File: src/hdl/ifv_pkg.sv
// Purpose: constants and carriers of the interrupt flag and vector block
// Assumes: 8-bit registers, one aligned 32-bit APB word each
// Notes:   flags sit in the high nibble, enables in the low nibble
package ifv_pkg;

  // ==========================================================
  // Register offsets (byte addresses)
  localparam logic [3:0] OFF_CTRL3  = 4'h0;
  localparam logic [3:0] OFF_SHVEC  = 4'h4;
  localparam logic [3:0] OFF_GLOBAL = 4'h8;
  localparam logic [3:0] OFF_STATUS = 4'hC;

  // ==========================================================
  // Reset values and field positions
  localparam logic [7:0] RST_CTRL3   = 8'h00;
  localparam logic [7:0] RST_SHVEC   = 8'h00;
  localparam logic [7:0] SHV_SMALL_M = 8'h33;
  localparam int         FLAG_LSB    = 4;
  localparam int         EN_LSB      = 0;
  localparam int         GLB_GIE     = 0;
  localparam int         GLB_SVF     = 1;
  localparam int         GLB_SVE     = 2;
  localparam int         STA_FULL    = 7;

  // ==========================================================
  // Vectors, index order is priority order
  localparam int         NSRC        = 5;
  localparam logic [11:0] VEC_SHARED = 12'h014;
  localparam logic [11:0] VEC_TICK0  = 12'h018;
  localparam logic [11:0] VEC_TICK1  = 12'h01C;
  localparam logic [11:0] VEC_CONV   = 12'h020;
  localparam logic [11:0] VEC_LOWV   = 12'h024;

  // ==========================================================
  // Carriers
  typedef struct packed {
    logic tick1;
    logic tick0;
    logic conv_done;
    logic lowvolt;
    logic compact2_cmpa;
    logic compact2_cmpp;
    logic periodic2_cmpa;
    logic periodic2_cmpp;
  } ifv_evt_t;

  typedef struct packed {
    logic call;
    logic ret;
    logic int_ret;
    logic boundary;
    logic sleep;
  } ifv_core_t;

  typedef enum logic {
    PH_IDLE = 1'b0,
    PH_ANS  = 1'b1
  } ifv_ph_t;

endpackage

File: src/hdl/ifv_top.sv
// Purpose: interrupt flags, gating, priority and vectoring with stack
// Assumes: core raises boundary on cycles where it may be interrupted
// Notes:   one wait state on every APB access; all state frozen by ce
//
// Chosen here: the APB interface to the registers and the placing of the registers.
`timescale 1ns/10ps
`default_nettype none

module ifv_top #(
  parameter int unsigned PC_W        = 12,
  parameter int unsigned STACK_DEPTH = 6,
  parameter bit          LARGE_SHV   = 1'b1
) (
  input  wire logic             pclk,
  input  wire logic             presetn,
  input  wire logic             ce,
  input  wire logic             psel,
  input  wire logic             penable,
  input  wire logic             pwrite,
  input  wire logic [3:0]       paddr,
  input  wire logic [31:0]      pwdata,
  input  wire logic [3:0]       pstrb,
  output logic      [31:0]      prdata,
  output logic                  pready,
  output logic                  pslverr,
  input  wire ifv_pkg::ifv_evt_t  evt,
  input  wire ifv_pkg::ifv_core_t core,
  input  wire logic [PC_W-1:0]  core_next_pc,
  output logic                  pc_load,
  output logic      [PC_W-1:0]  pc_target,
  output logic                  int_ack,
  output logic      [2:0]       int_src,
  output logic                  wake
);

  // ==========================================================
  // Local types and state
  localparam int unsigned SP_W = $clog2(STACK_DEPTH + 1);
  localparam logic [7:0]  SHV_M = LARGE_SHV ? 8'hFF
                                            : ifv_pkg::SHV_SMALL_M;

  typedef struct packed {
    ifv_pkg::ifv_ph_t                    ph;
    logic [31:0]                         rdata;
    logic                                slverr;
    logic [7:0]                          ctrl3;
    logic [7:0]                          shv;
    logic                                gie;
    logic                                svf;
    logic                                sve;
    logic [3:0]                          sv_prev;
    logic [SP_W-1:0]                     sp;
    logic [STACK_DEPTH-1:0][PC_W-1:0]    stk;
    logic                                pc_load;
    logic [PC_W-1:0]                     pc_target;
    logic                                int_ack;
    logic [2:0]                          int_src;
    logic                                wake;
  } ifv_state_t;

  ifv_state_t st_r;
  ifv_state_t st_nxt;

  // ==========================================================
  // Decoding helpers
  function automatic logic [2:0] reg_sel(input logic [3:0] a);
    logic [2:0] s;
    s = 3'h0;
    if (a == ifv_pkg::OFF_CTRL3) begin
      s = 3'h1;
    end else if (a == ifv_pkg::OFF_SHVEC) begin
      s = 3'h2;
    end else if (a == ifv_pkg::OFF_GLOBAL) begin
      s = 3'h3;
    end else if (a == ifv_pkg::OFF_STATUS) begin
      s = 3'h4;
    end
    return s;
  endfunction

  // Lowest index wins, indices follow ascending vector address
  function automatic logic [2:0] pick(input logic [4:0] p);
    logic [2:0] k;
    k = 3'h0;
    for (int i = ifv_pkg::NSRC - 1; i >= 0; i--) begin
      if (p[i]) begin
        k = 3'(i);
      end
    end
    return k;
  endfunction

  function automatic logic [11:0] vec_of(input logic [2:0] k);
    logic [11:0] v;
    case (k)
      3'h0:    v = ifv_pkg::VEC_SHARED;
      3'h1:    v = ifv_pkg::VEC_TICK0;
      3'h2:    v = ifv_pkg::VEC_TICK1;
      3'h3:    v = ifv_pkg::VEC_CONV;
      default: v = ifv_pkg::VEC_LOWV;
    endcase
    return v;
  endfunction

  // Flag bit of an individual source in the control register
  function automatic logic [7:0] clr_of(input logic [2:0] k);
    logic [7:0] m;
    case (k)
      3'h1:    m = 8'h40;
      3'h2:    m = 8'h80;
      3'h3:    m = 8'h20;
      3'h4:    m = 8'h10;
      default: m = 8'h00;
    endcase
    return m;
  endfunction

  // ==========================================================
  // Request gating
  logic [3:0]  req3;
  logic [7:0]  shv_vis;
  logic [3:0]  reqsv;
  logic [4:0]  pend;
  logic        full;
  logic        core_busy;
  logic        take;
  logic [2:0]  src;

  always_comb begin
    req3    = st_r.ctrl3[ifv_pkg::FLAG_LSB +: 4]
            & st_r.ctrl3[ifv_pkg::EN_LSB +: 4];
    shv_vis = st_r.shv & SHV_M;
    reqsv   = shv_vis[ifv_pkg::FLAG_LSB +: 4]
            & shv_vis[ifv_pkg::EN_LSB +: 4];
    pend    = {req3[0], req3[1], req3[3], req3[2],
               st_r.svf & st_r.sve};
    full    = (st_r.sp == SP_W'(STACK_DEPTH));
    core_busy = core.call | core.ret | core.int_ret;
    take    = st_r.gie & ~full & ~core_busy
            & core.boundary & (|pend);
    src     = pick(pend);
  end

  // ==========================================================
  // Next state
  logic        acc;
  logic        wr;
  logic [2:0]  sel;
  logic [7:0]  wb;
  logic [7:0]  set3;
  logic [7:0]  setsv;
  logic        svf_set;
  logic [9:0]  old_f;
  logic [9:0]  new_f;

  always_comb begin
    st_nxt = st_r;
    st_nxt.pc_load = 1'b0;
    st_nxt.int_ack = 1'b0;
    acc = psel & penable;
    sel = reg_sel(paddr);
    wb  = pwdata[7:0];
    wr  = acc & (st_r.ph == ifv_pkg::PH_ANS) & pwrite & pstrb[0];

    // APB: answer one cycle into the access phase
    case (st_r.ph)
      ifv_pkg::PH_IDLE: begin
        if (acc) begin
          st_nxt.ph     = ifv_pkg::PH_ANS;
          st_nxt.slverr = (sel == 3'h0);
          st_nxt.rdata  = 32'h0000_0000;
          if (!pwrite) begin
            if (sel == 3'h1) begin
              st_nxt.rdata[7:0] = st_r.ctrl3;
            end else if (sel == 3'h2) begin
              st_nxt.rdata[7:0] = shv_vis;
            end else if (sel == 3'h3) begin
              st_nxt.rdata[ifv_pkg::GLB_GIE] = st_r.gie;
              st_nxt.rdata[ifv_pkg::GLB_SVF] = st_r.svf;
              st_nxt.rdata[ifv_pkg::GLB_SVE] = st_r.sve;
            end else if (sel == 3'h4) begin
              st_nxt.rdata[SP_W-1:0]          = st_r.sp;
              st_nxt.rdata[ifv_pkg::STA_FULL] = full;
            end
          end
        end
      end
      default: begin
        st_nxt.ph     = ifv_pkg::PH_IDLE;
        st_nxt.slverr = 1'b0;
        st_nxt.rdata  = 32'h0000_0000;
      end
    endcase

    // Software writes; a one on a flag counts as an event
    if (wr) begin
      if (sel == 3'h1) begin
        st_nxt.ctrl3 = wb;
      end else if (sel == 3'h2) begin
        st_nxt.shv = wb & SHV_M;
      end else if (sel == 3'h3) begin
        st_nxt.gie = wb[ifv_pkg::GLB_GIE];
        st_nxt.svf = wb[ifv_pkg::GLB_SVF];
        st_nxt.sve = wb[ifv_pkg::GLB_SVE];
      end
    end

    // Return paths; ret and int_ret share the stack
    if (core.ret | core.int_ret) begin
      if (st_r.sp != '0) begin
        st_nxt.sp        = st_r.sp - SP_W'(1);
        st_nxt.pc_target = st_r.stk[st_r.sp - SP_W'(1)];
        st_nxt.pc_load   = 1'b1;
      end
      if (core.int_ret) begin
        st_nxt.gie = 1'b1;
      end
    end else if (core.call && !full) begin
      st_nxt.stk[st_r.sp] = core_next_pc;
      st_nxt.sp           = st_r.sp + SP_W'(1);
    end

    // Acceptance
    if (take) begin
      st_nxt.stk[st_r.sp] = core_next_pc;
      st_nxt.sp           = st_r.sp + SP_W'(1);
      st_nxt.pc_target    = PC_W'(vec_of(src));
      st_nxt.pc_load      = 1'b1;
      st_nxt.int_ack      = 1'b1;
      st_nxt.int_src      = src;
      st_nxt.gie          = 1'b0;
      if (src == 3'h0) begin
        st_nxt.svf = 1'b0;
      end else begin
        st_nxt.ctrl3 = st_nxt.ctrl3 & ~clr_of(src);
      end
    end

    // Hardware sets last so they beat any clear
    set3  = {evt.tick1, evt.tick0, evt.conv_done, evt.lowvolt,
             4'h0};
    setsv = {evt.compact2_cmpa, evt.compact2_cmpp,
             evt.periodic2_cmpa, evt.periodic2_cmpp, 4'h0} & SHV_M;
    st_nxt.ctrl3 = st_nxt.ctrl3 | set3;
    st_nxt.shv   = st_nxt.shv | setsv;
    // New member request re-arms the shared flag
    svf_set        = |(reqsv & ~st_r.sv_prev);
    st_nxt.svf     = st_nxt.svf | svf_set;
    st_nxt.sv_prev = reqsv;

    // Only a fresh flag wakes, so a preset one stays quiet
    old_f = {st_r.ctrl3[7:4], shv_vis[7:4], st_r.svf, 1'b0};
    new_f = {st_nxt.ctrl3[7:4], st_nxt.shv[7:4], st_nxt.svf, 1'b0};
    st_nxt.wake = core.sleep & (|(new_f & ~old_f));
  end

  // ==========================================================
  // State register
  always_ff @(posedge pclk or negedge presetn) begin
    if (!presetn) begin
      st_r           <= '0;
      st_r.ph        <= ifv_pkg::PH_IDLE;
      st_r.ctrl3     <= ifv_pkg::RST_CTRL3;
      st_r.shv       <= ifv_pkg::RST_SHVEC;
    end else if (ce) begin
      st_r <= st_nxt;
    end
  end

  // ==========================================================
  // Outputs straight from state
  assign prdata    = st_r.rdata;
  assign pready    = st_r.ph;
  assign pslverr   = st_r.slverr;
  assign pc_load   = st_r.pc_load;
  assign pc_target = st_r.pc_target;
  assign int_ack   = st_r.int_ack;
  assign int_src   = st_r.int_src;
  assign wake      = st_r.wake;

endmodule

`default_nettype wire

File: config.mk
export PLATFORM = sky130hd
export DESIGN_NAME = ifv_top
export DESIGN_NICKNAME = d
export VERILOG_FILES = /design/src/hdl/ifv_pkg.sv /design/src/hdl/ifv_top.sv
export SDC_FILE = /design/constraint.sdc
export NUM_CORES = 1
export LEC_CHECK = 0
export BUFFER_PORTS_ARGS = -buffer_cell sky130_fd_sc_hd__buf_2
export CORE_AREA = 2 2 108 110
export DETAILED_ROUTE_END_ITERATION = 12
export DIE_AREA = 0 0 110 112
export GPL_TIMING_DRIVEN = 1
export HOLD_SLACK_MARGIN = 0.06
export PLACE_DENSITY_LB_ADDON = 0.1
export SETUP_SLACK_MARGIN = 0.2
export SYNTH_ARGS = -nofsm -noshare
export SYNTH_HDL_FRONTEND = slang
export SYNTH_SLANG_ARGS = --single-unit
File: constraint.sdc
create_clock -name pclk -period 8.15 [get_ports pclk]
set_input_delay 0 -clock pclk [delete_from_list [all_inputs] [get_ports pclk]]
set_output_delay 0 -clock pclk [all_outputs]
set_load 0.02 [all_outputs]
; Yosys cells after proc, flatten, opt, wreduce, memory -nomap -nowiden
; Cells that the tools add are included.
[word_totals]
ff_bits = 150
wordCells = 135
input_bits = 71
out_inout_bits = 52
[classes]
n_eq_ne = 13
mux = 49
n_bitwise = 28
order_cmp = 3
n_addsub = 2
n_reduce_logical = 19
[ops]
columns = op, count
row1 = bitwise mux 72 bit, 2
row2 = 2-to-1 mux 92 bit, 1
row3 = 2-to-1 mux 75 bit, 1
row4 = 2-to-1 mux 72 bit, 1
row5 = 2-to-1 mux 34 bit, 2
row6 = 2-to-1 mux 8 bit, 8
row7 = 2-to-1 mux 3 bit, 16
row8 = binary-select mux 12 bit (select 3 bit), 1
row9 = demux 12 bit (select 3 bit), 1
row10 = one-hot mux 8 bit (4 select lines), 1
row11 = 2-to-1 mux 13 bit, 2
row12 = 2-to-1 mux 12 bit, 2
row13 = one-hot mux 6 bit (4 select lines), 1
row14 = 2-to-1 mux 19 bit, 1
row15 = bitwise OR 8 bit, 2
row16 = bitwise AND 4 bit, 3
row17 = == test 3 x 2 -> 1 bit (second input constant), 4
row18 = 2-to-1 mux 11 bit, 1
row19 = bitwise AND 1 bit, 10
row20 = bitwise AND 10 bit, 1
row21 = inverter 10 bit, 1
row22 = OR reduction 10 bit, 1
row23 = == test 3 bit (second input constant), 3
row24 = bitwise AND 8 bit, 1
row25 = other kinds (26), 47

; Longest topological paths before layout
; Gate-level depths: netlist of run 1.
[logic_depth]
ltp_word = 18
ltp_mapped = 9
depth_no_buf = 7

; Worst setup path after synthesis of run 1
; No wires, ideal clock.
[synth_path]
kind = register to register
start = register st_r[90] (netlist name)
end = register st_r[44] (netlist name)
path_slack_ns = 5.582
synth_period_minus_slack_ns = 2.568
arrival_time_ns = 2.441
stages_incl_launch_ff = 10
t_required_ns = 8.023
path_cell_list = dfrtp_1 buf_2 inv_1 ha_1 a211o_1 a211o_2 nor3_4 nand3_2 buf_6 mux2_1
[synth_via]
elab_chain_cells = 9
word_cells_on_any_way = 18
cone_classes = 2 x order compare / 1 x eq/ne / 7 x mux / 5 x bitwise / 3 x reduce/logical
[synth_lines]
columns = element, line_no
row1 = "start, declared", ifv_top.sv:61  ; ifv_state_t st_r;
row2 = "start signal, assigned", ifv_top.sv:266  ; st_r <= st_nxt;
row3 = less-than comparator 3 x 4 -> 1 bit (not written as such) / greater-or-equal comparator 3 x 1 -> 1 bit (equally long branches), "ifv_top.sv:219, ifv_top.sv:225"
row4 = logical AND 1 bit (not written as such), "ifv_top.sv:219, ifv_top.sv:225"
row5 = 2-to-1 mux 12 bit (not written as such), "ifv_top.sv:219, ifv_top.sv:225"
row6 = demux 12 bit (select 3 bit), "ifv_top.sv:219, ifv_top.sv:225"
row7 = bitwise mux 72 bit, ifv_top.sv:219  ; st_nxt.stk[st_r.sp] = core_next_pc;
row8 = 2-to-1 mux 75 bit, ifv_top.sv:218  ; end else if (core.call && !full) begin
row9 = 2-to-1 mux 72 bit, ifv_top.sv:209  ; if (core.ret | core.int_ret) begin
row10 = bitwise mux 72 bit, ifv_top.sv:225  ; st_nxt.stk[st_r.sp] = core_next_pc;
row11 = 2-to-1 mux 92 bit (*), ifv_top.sv:224  ; if (take) begin
; Mark *: on every way between the ends. The rest lies on a longest branch, timed or not. The select of a mux whose other input is x is not followed.
; A chain may end at the register's enable or synchronous reset.

; Worst setup path after layout of run 1
[layout_path]
start = register st_r[91] (netlist name)
end = register st_r, in the netlist pc_target[4]
[layout_via]
elab_chain_cells = 8
word_cells_on_any_way = 16
cone_classes = 1 x add/sub / 1 x eq/ne / 5 x mux / 5 x bitwise / 4 x reduce/logical
[layout_lines]
columns = element
row1 = "parallel branches: the longest is 8 deep, another holds subtractor 3 x 1 -> 3 bit"
; Several ways; the timed one is not identified. The select of a mux whose other input is x is not followed.

==> reports/qor.json, run 1 <==
{
  "outcome": "finished, final reports clean",
  "ys_types": 60,
  "setup_violations": 0,
  "via_count_of_the_first_global_routing_pass": 4871,
  "fmaxAchievable_mhz": 349,
  "flip_flop_and_latch_count_after_synthesis": 126,
  "fillers": 838,
  "drc_errors_left": 0,
  "worstPathBufferInverterCount": 1,
  "power.combinational.fraction": 0.292,
  "worstSetupEndpointType": "register",
  "power.density_nw_per_um2": 302,
  "ctsResizeCount": 0,
  "cts-buffers-inserted": 17,
  "criticalPathCategory": "register to register",
  "wl_per_instance_um": 18.5,
  "row_count": 39,
  "grt.total_usage": 0.260,
  "ir_worst_vdd_uv": 276,
  "area_growth_pct": 18.6,
  "cp_slowest_cell": "ha_1",
  "switchingPower_w": 0.000737,
  "floorplan.die.height_um": 112,
  "async_reset_ff_frac": 1.00,
  "overflow": 0,
  "dp.final_hpwl_um": 9550,
  "io-pin-count": 123,
  "tcrit_tclk_final": 0.352,
  "slew_viol_final": 0,
  "postCtsSetupRepairBufs": 0,
  "totalNegativeSetupSlack_ps": 0,
  "grt_first_pass_wirelength_um": 24200,
  "power_frac_seq": 0.377,
  "design.die.area_um2": 12300,
  "drt_iter0_drc": 267,
  "worst-endpoint-arrival_ps": 3170,
  "sw_frac_of_total": 0.315,
  "die_x_um": 110,
  "crit_family": "adder cells",
  "total_number_of_clock_tree_sinks": 126,
  "max_slew.worst_pin.slew_ps": 1100,
  "path_max_fanout": 26,
  "p_leak_nw": 3.68,
  "grt_setup_unrepaired": "no",
  "layoutNonFillerInstCount": 801,
  "clk_path_buf_depth": 2,
  "detail_route.wirelength_um": 14800,
  "yosys_most_used_dff": "dfrtp_1",
  "synth_edf_count": 0,
  "post_synth_inst_count": 558,
  "max_capacitance_violation_count": 0,
  "initial_utilization": 0.584,
  "hold-worst-slack_ps": 73.2,
  "final-hold-violation-count": 0,
  "final_nets": 720,
  "finish.utilization": 0.692,
  "timing.hold.worst.class": "input pin to register",
  "worstPathCellList": "inv_1, ha_1, mux4_2, a22oi_1, o221ai_1, o21a_1",
  "synth.yosys.seq_area_share": 0.483,
  "place_inst": 726,
  "tritoncts": "built",
  "worstSetupStartpointType": "register",
  "grt_max_degree": 90,
  "post-route-min-period_ps": 2870,
  "power_frac_clock": 0.331,
  "netlist_area_um2": 6520,
  "syn-mean-instance-area_um2": 11.7,
  "diodes": 0,
  "drive_gt1_frac": 0.301,
  "crit_path_max_incr_delay_ps": 1000,
  "initial_antenna_violation_count": 0,
  "worst_ep_required_time_ps": 8460,
  "clock_tree.htree_level_count": 4,
  "fin_skew_ps": 8.28,
  "io_buffers": 71,
  "firstDrtPassIters": 4,
  "core_um2": 11200,
  "cts.reportedPaths.clkPinSlew_ps": 60,
  "slew_headroom": 0.266,
  "p_int_w": 0.00160,
  "layout_common_cells": "dfrtp_1, buf_2, mux2_2",
  "clock-root-buffer": "clkbuf_16",
  "layout_commonest_cell": "dfrtp_1",
  "clk-insertion-delay-late_ps": 420,
  "dr_total_vias": 4590,
  "route.detailed.vias_per_inst": 5.73,
  "drtAntennaViolNets": 0,
  "yosys_warnings": 0,
  "gpl.final_weighted_congestion": 0.881
}
-- flip-flops by register name (all words and copies together) (netlist names) --
signal / cells
st_r: 85
pc_target: 12
prdata: 8
shv_vis: 8
old_f: 5
int_src: 3
int_ack: 1
pc_load: 1
pready: 1
pslverr: 1
wake: 1
-- synth_stat cells (all sizes together) (3+ instances only) --
library cell / n / area [µm²]
nand3b: 5 / 37.5
clkbuf: 15 / 56.3
a31oi: 5 / 31.3
o21ai: 23 / 115
o2bb2ai: 4 / 35.0
o221ai: 3 / 26.3
a22o: 4 / 35.0
and4: 3 / 26.3
nand4: 3 / 18.8
nand2: 37 / 144
dfrtp: 126 / 3150
buf: 59 / 442
a22oi: 18 / 135
nor2: 31 / 119
mux4: 12 / 270
mux2: 85 / 957
nor3: 4 / 31.3
a21oi: 8 / 40.0
mux2i: 18 / 180
ha: 4 / 50.1
nand3: 14 / 90.1
o32a: 5 / 50.1
inv: 18 / 67.6
a21o: 6 / 45.0
o2111ai: 3 / 26.3
o22ai: 14 / 87.6
-- per-stage QoR --
step / cell area (µm²) / worst slack (ps) / total power [W]
2_1_floorplan: 6610 / 5580 / 0.00141
3_3_place_gp: 6700 / 5310 / 0.00153
3_5_place_dp: 6700 / 5270 / 0.00156
4_1_cts: 7730 / 5250 / 0.00236
5_1_grt: 7730 / 5080 / 0.00246
6_report: 7730 / 5280 / 0.00234
-- cell type report --
type / instances / area [µm²] / area share
clock buffers: 19 / 443 / 0.0573
clock inverters: 13 / 163 / 0.0210
inverters: 18 / 67.6 / 0.00874
multi-input cells: 363 / 2900 / 0.375
flip-flops and latches: 126 / 3150 / 0.408
well taps: 143 / 179 / 0.0231
repair buffers: 119 / 826 / 0.107
-- routing by layer --
metal / vias up / routed length (µm) / GRT usage
met5: - / 0 / 0
met4: 0 / 290 / 0.0970
met2: 96 / 7950 / 0.455
met3: 26 / 503 / 0.0544
met1: 2317 / 6040 / 0.309
li1: 2151 / - / -
-- worst min-delay path, delay by kind of cell --
kind                   cells  cell delay, ps
AOI/OAI and AO/OA          1             250
buffers and inverters      1             120
and+or+nand+nor            1              80
-- path summary, 6_finish.rpt --
check	start	to	slack, ps	cells after the start
worst max register to register	st_r[91]	pc_target[4]	5280	6
min in group asynchronous	presetn	prdata[5]	90	2
worst min register to register	pc_load	pc_load	470	1
worst max-delay path	st_r[91]	pc_target[4]	5280	6
worst min-delay path	paddr[0]	prdata[7]	70	3
max in group asynchronous	presetn	st_r[43]	6580	3
-- cell families (layout without fill, tap and decap cells) --
| family | after synthesis | after routing | share of synthesized area |
|---|---|---|---|
| xor+xnor | 2 | 2 | 0.00269 |
| flops | 126 | 126 | 0.483 |
| buf+inv | 92 | 169 | 0.0867 |
| other cells | 1 | 24 | 0.000575 |
| simple gates | 108 | 108 | 0.0835 |
| fa+ha+maj | 4 | 4 | 0.00767 |
| compound gates | 110 | 110 | 0.120 |
| mux | 115 | 115 | 0.216 |
-- repair_timing --
| item | CTS | global route |
|---|---|---|
| hold buffers | 43 | 0 |
| setup endpoints to repair | 0 | 0 |
| hold endpoints to repair | 142 | 0 |
-- power by group through the flow --
stage,Combinational (W),Sequential [W],Clock [W]
finish,0.000682,0.000881,0.000774
floorplan,0.000555,0.000855,0
detailed placement,0.000665,0.000891,0
global route,0.000749,0.000900,0.000811
CTS,0.000694,0.000881,0.000785
global placement,0.000652,0.000877,0
Note: power is estimated with default switching activity, not from simulation.
==> run 2: changes to the inputs <==
--- a/config.mk
+++ b/config.mk
@@ -5,10 +5,11 @@
 export SDC_FILE = /design/constraint.sdc
 export NUM_CORES = 1
 export LEC_CHECK = 0
+export ABC_AREA = 1
 export BUFFER_PORTS_ARGS = -buffer_cell sky130_fd_sc_hd__buf_2
-export CORE_AREA = 2 2 108 110
+export CORE_AREA = 2 2 118 120
 export DETAILED_ROUTE_END_ITERATION = 12
-export DIE_AREA = 0 0 110 112
+export DIE_AREA = 0 0 120 122
 export GPL_TIMING_DRIVEN = 1
 export HOLD_SLACK_MARGIN = 0.06
 export PLACE_DENSITY_LB_ADDON = 0.1
==> constraint.sdc (replaced) <==
create_clock -name pclk -period 2.4 [get_ports pclk]
set_input_delay 0 -clock pclk [delete_from_list [all_inputs] [get_ports pclk]]
set_output_delay 0 -clock pclk [all_outputs]
set_load 0.02 [all_outputs]
==> run 2 against run 1 <==
  * Combinational power grew to 4.9 times the previous value
  * Sequential share of layout area shrank 1.2 points
  * Critical path depth grew 4
  * Die area grew 19%
  * Wire length grew 9.8%
  * Via count grew 22%
  * Largest cell class unchanged
==> reports/qor.json, run 2 <==
{
  "tritoncts": "built",
  "dp.final_hpwl": {"value": 11000, "unit": "µm", "change": "+16%"},
  "criticalPathCategory": "register to register",
  "drt_iter0_drc": {"value": 445, "change": "+67%"},
  "final-hold-violation-count": {"value": 0, "change": "unchanged"},
  "final_nets": {"value": 967, "change": "+34%"},
  "yosysTopAreaCellShare": {"value": 0.472, "change": "-0.0111"},
  "layout_common_cells": "nand2_1, dfrtp_1, inv_1",
  "totalNegativeSetupSlack": {"value": 0, "unit": "ps", "change": "unchanged"},
  "clock_tree.htree_level_count": {"value": 4, "change": "unchanged"},
  "grt_first_pass_wirelength": {"value": 26700, "unit": "µm", "change": "+10%"},
  "post-synth-top-count-cell": "nand2_1",
  "gpl.final_weighted_congestion": {"value": 0.930, "change": "+5.5%"},
  "row_count": {"value": 43, "change": "+10%"},
  "area_growth_pct": 19.3,
  "regMostFlops": "st_r",
  "fillers": {"value": 1234, "change": "+47%"},
  "yosys_most_used_dff": "dfrtp_1",
  "grt.total_usage": {"value": 0.236, "change": "-0.0238"},
  "route.detailed.vias_per_inst": {"value": 5.17, "change": "-9.9%"},
  "pre_cts_ws": {"value": 275, "unit": "ps", "change": "-4990 ps"},
  "outcome": "finished, final reports clean",
  "slew_viol_final": {"value": 0, "change": "unchanged"},
  "worstReg2RegStart": "st_r[90]",
  "top_layer": "met4",
  "ir_worst_vdd": {"value": 672, "unit": "µV", "change": "+140%"},
  "crit_path_max_incr_delay": {"value": 370, "unit": "ps", "change": "-630 ps"},
  "grt_setup_unrepaired": "yes",
  "post_synth_most_frequent_cells": "nand2_1, dfrtp_1, inv_1",
  "io-pin-count": {"value": 123, "change": "unchanged"},
  "worst_r2r_path_depth": {"value": 10, "change": "+4"},
  "synth.yosys.seq_area_share": {"value": 0.472, "change": "-0.0111"},
  "cts.reportedPaths.clkPinSlew": {"value": 60, "unit": "ps", "change": "about the same"},
  "yosys_warnings": {"value": 0, "change": "unchanged"},
  "worstPathCellList": "inv_2, ha_1, nand2_2, nand2_2, nor2_4, nand2_4, o21ai_4, nand3_4, nand2_1, o21ai_2",
  "total_length_of_routed_met2_wires": {"value": 7270, "unit": "µm", "change": "-8.6%"},
  "io_buffers": {"value": 71, "change": "unchanged"},
  "design.die.area": {"value": 14600, "unit": "µm²", "change": "+19%"},
  "worstPathBufferInverterCount": {"value": 1, "change": "unchanged"},
  "detail_route.wirelength": {"value": 16200, "unit": "µm", "change": "+9.8%"},
  "worst-endpoint-arrival": {"value": 2390, "unit": "ps", "change": "-780 ps"},
  "fin_skew": {"value": 8.31, "unit": "ps", "change": "+0.0302 ps"},
  "synth_edf_count": {"value": 0, "change": "unchanged"},
  "drc_errors_left": {"value": 0, "change": "unchanged"},
  "path_max_fanout": {"value": 24, "change": "-7.7%"},
  "fmaxAchievable": {"value": 480, "unit": "MHz", "change": "+38%"},
  "clock-root-buffer": "clkbuf_16",
  "via_count_of_the_first_global_routing_pass": {"value": 5262, "change": "+8.0%"},
  "initial_utilization": {"value": 0.494, "change": "-0.0893"},
  "post-route-min-period": {"value": 2080, "unit": "ps", "change": "-782 ps"},
  "ys_top_cells_by_area": "dfrtp_1, nand2_1, buf_4",
  "met3_length": {"value": 1020, "unit": "µm", "change": "+100%"},
  "drtAntennaViolNets": {"value": 0, "change": "unchanged"},
  "clk-insertion-delay-late": {"value": 420, "unit": "ps", "change": "about the same"},
  "flip_flop_and_latch_count_after_synthesis": {"value": 126, "change": "unchanged"},
  "layoutNonFillerInstCount": {"value": 1085, "change": "+35%"},
  "total_number_of_clock_tree_sinks": {"value": 126, "change": "unchanged"},
  "diodes": {"value": 0, "change": "unchanged"},
  "largest_register_ffs": {"value": 85, "change": "unchanged"},
  "wl_per_instance": {"value": 15.0, "unit": "µm", "change": "-19%"},
  "slew_headroom": {"value": 0.519, "change": "+0.253"},
  "worst_hold_startpoint": "pwdata[6]",
  "tcrit_tclk_final": {"value": 0.869, "change": "+0.517"},
  "netlist.top_cell.by_area": "dfrtp_1",
  "die_x": {"value": 120, "unit": "µm", "change": "+9.1%"},
  "async_reset_ff_frac": {"value": 1.00, "change": "unchanged"},
  "post_synth_inst_count": {"value": 799, "change": "+43%"},
  "worstHoldEndpoint": "old_f[8]",
  "worstSetupStartpointType": "register",
  "worst_r2r_endpoint": "st_r[82]",
  "timing.hold.worst.class": "input pin to register",
  "overflow": {"value": 0, "change": "unchanged"},
  "drive_gt1_frac": {"value": 0.186, "change": "-0.115"},
  "floorplan.die.height": {"value": 122, "unit": "µm", "change": "+8.9%"},
  "dr_total_vias": {"value": 5605, "change": "+22%"},
  "detail_route.wirelength.met1": {"value": 7630, "unit": "µm", "change": "+26%"},
  "worst_path_most_repeated_cell": "nand2_2",
  "r2r_slack": {"value": 320, "unit": "ps", "change": "-4970 ps"},
  "core": {"value": 13500, "unit": "µm²", "change": "+21%"},
  "worst_ep_required_time": {"value": 2700, "unit": "ps", "change": "-5760 ps"},
  "firstDrtPassIters": {"value": 5, "change": "+1"},
  "max_capacitance_violation_count": {"value": 0, "change": "unchanged"},
  "clk_path_buf_depth": {"value": 2, "change": "unchanged"},
  "max_slew.worst_pin.slew": {"value": 721, "unit": "ps", "change": "-380 ps"},
  "setup_violations": {"value": 0, "change": "unchanged"},
  "holdPathStages": {"value": 6, "change": "+3"},
  "layout_commonest_cell": "nand2_1",
  "syn-mean-instance-area": {"value": 8.35, "unit": "µm²", "change": "-29%"},
  "timing.final.ws_setup": {"value": 315, "unit": "ps", "change": "-4970 ps"},
  "p_leak": {"value": 3.94, "unit": "nW", "change": "+7.0%"},
  "cp_slowest_cell": "nand3_4",
  "crit_family": "simple AND/OR/NAND/NOR gates",
  "worstSetupEndpointType": "register",
  "ys_types": {"value": 39, "change": "-35%"},
  "place_inst": {"value": 1010, "change": "+39%"},
  "initial_antenna_violation_count": {"value": 0, "change": "unchanged"},
  "netlist_area": {"value": 6680, "unit": "µm²", "change": "+2.4%"},
  "cts-buffers-inserted": {"value": 17, "change": "unchanged"},
  "power.density": {"value": 1150, "unit": "nW/µm²", "change": "+280%"},
  "grt_max_degree": {"value": 53, "change": "-41%"}
}
run 2: changes by cell type in the layout (fill, tap and decap cells not counted), moves of 18 or more:
| cell | change |
|---|---|
| inv_1 | +63 |
| a22oi_1 | -18 |
| nand2_1 | +159 |
| mux2_2 | -65 |
| o21ai_0 | +41 |
| o21ai_1 | +58 |
| nand3_1 | +20 |
| mux2_1 | -20 |
run 2: logic make-up (layout without fill, tap and decap cells):
group / after synthesis / count (layout) / synth area share
and+or+nand+nor: 298 / 298 / 0.195
other: 1 / 24 / 0.000562
AOI/OAI and AO/OA: 191 / 191 / 0.168
muxes: 11 / 11 / 0.0165
adders and majority gates: 4 / 4 / 0.00750
buffers and inverters: 166 / 249 / 0.136
DFF: 126 / 126 / 0.472
xor gates and xnor gates: 2 / 2 / 0.00375
run 2: per-stage QoR:
stage | hold slack (ps) | cell area (µm²) | utilization | power [W]
2_1_floorplan | -296 | 6760 | - | 0.00554
3_3_place_gp | 84.6 | 6890 | 0.510 | 0.00631
3_5_place_dp | 87.6 | 6890 | 0.510 | 0.00637
4_1_cts | 61.9 | 7940 | 0.588 | 0.00920
5_1_grt | 121 | 7970 | 0.590 | 0.00982
6_report | 76.2 | 7970 | 0.590 | 0.00917
run 2: worst max path at each step:
stage / start / endpoint / slack, ps / depth (start not counted)
after CTS: st_r[90] / old_f[9] / 230 / 9
after global placement: st_r[90] / st_r[18] / 330 / 10
after global routing: st_r[90] / st_r[49] / 180 / 10
after floorplan: st_r[90] / pc_target[5] / 200 / 14
final: st_r[90] / st_r[82] / 320 / 10
after detailed placement: st_r[90] / st_r[18] / 280 / 10
run 2: report_power, final:
group | leakage [nW] | total (W) | switching (W) | internal, W
clock network | 0.306 | 0.00274 | 0.000945 | 0.00179
logic | 1.98 | 0.00331 | 0.00208 | 0.00123
registers | 1.65 | 0.00313 | 0.000351 | 0.00278
total | 3.94 | 0.00917 | 0.00338 | 0.00580
run 2: layout make-up:
cell class | count | area (µm²) | share of cell area
multi-input cells | 530 | 2710 | 0.340
flip-flops and latches | 126 | 3150 | 0.396
clock buffers | 19 | 453 | 0.0569
repair buffers | 130 | 901 | 0.113
well taps | 180 | 225 | 0.0283
inverters | 87 | 335 | 0.0421
clock inverters | 13 | 188 | 0.0236
run 2: timing repair:
item	4_1_cts	5_1_grt
gates resized for setup	0	6
buffers inserted	0	3
hold endpoints to repair	155	0
hold buffers	41	0
endpoints found under the setup margin	0	74
run 2: metal layers:
metal	vias up	track usage
met4	0	0.0846
met2	194	0.362
li1	2741	-
met1	2644	0.327
met3	26	0.0557
met5	-	0
run 2: worst reg2reg max path, stage by stage, from the launching register on:
cell and delay, ps:
dfrtp_1 350, inv_2 70, ha_1 210, nand2_2 80
nand2_2 70, nor2_4 210, nand2_4 120, o21ai_4 210
nand3_4 370, nand2_1 210, o21ai_2 60
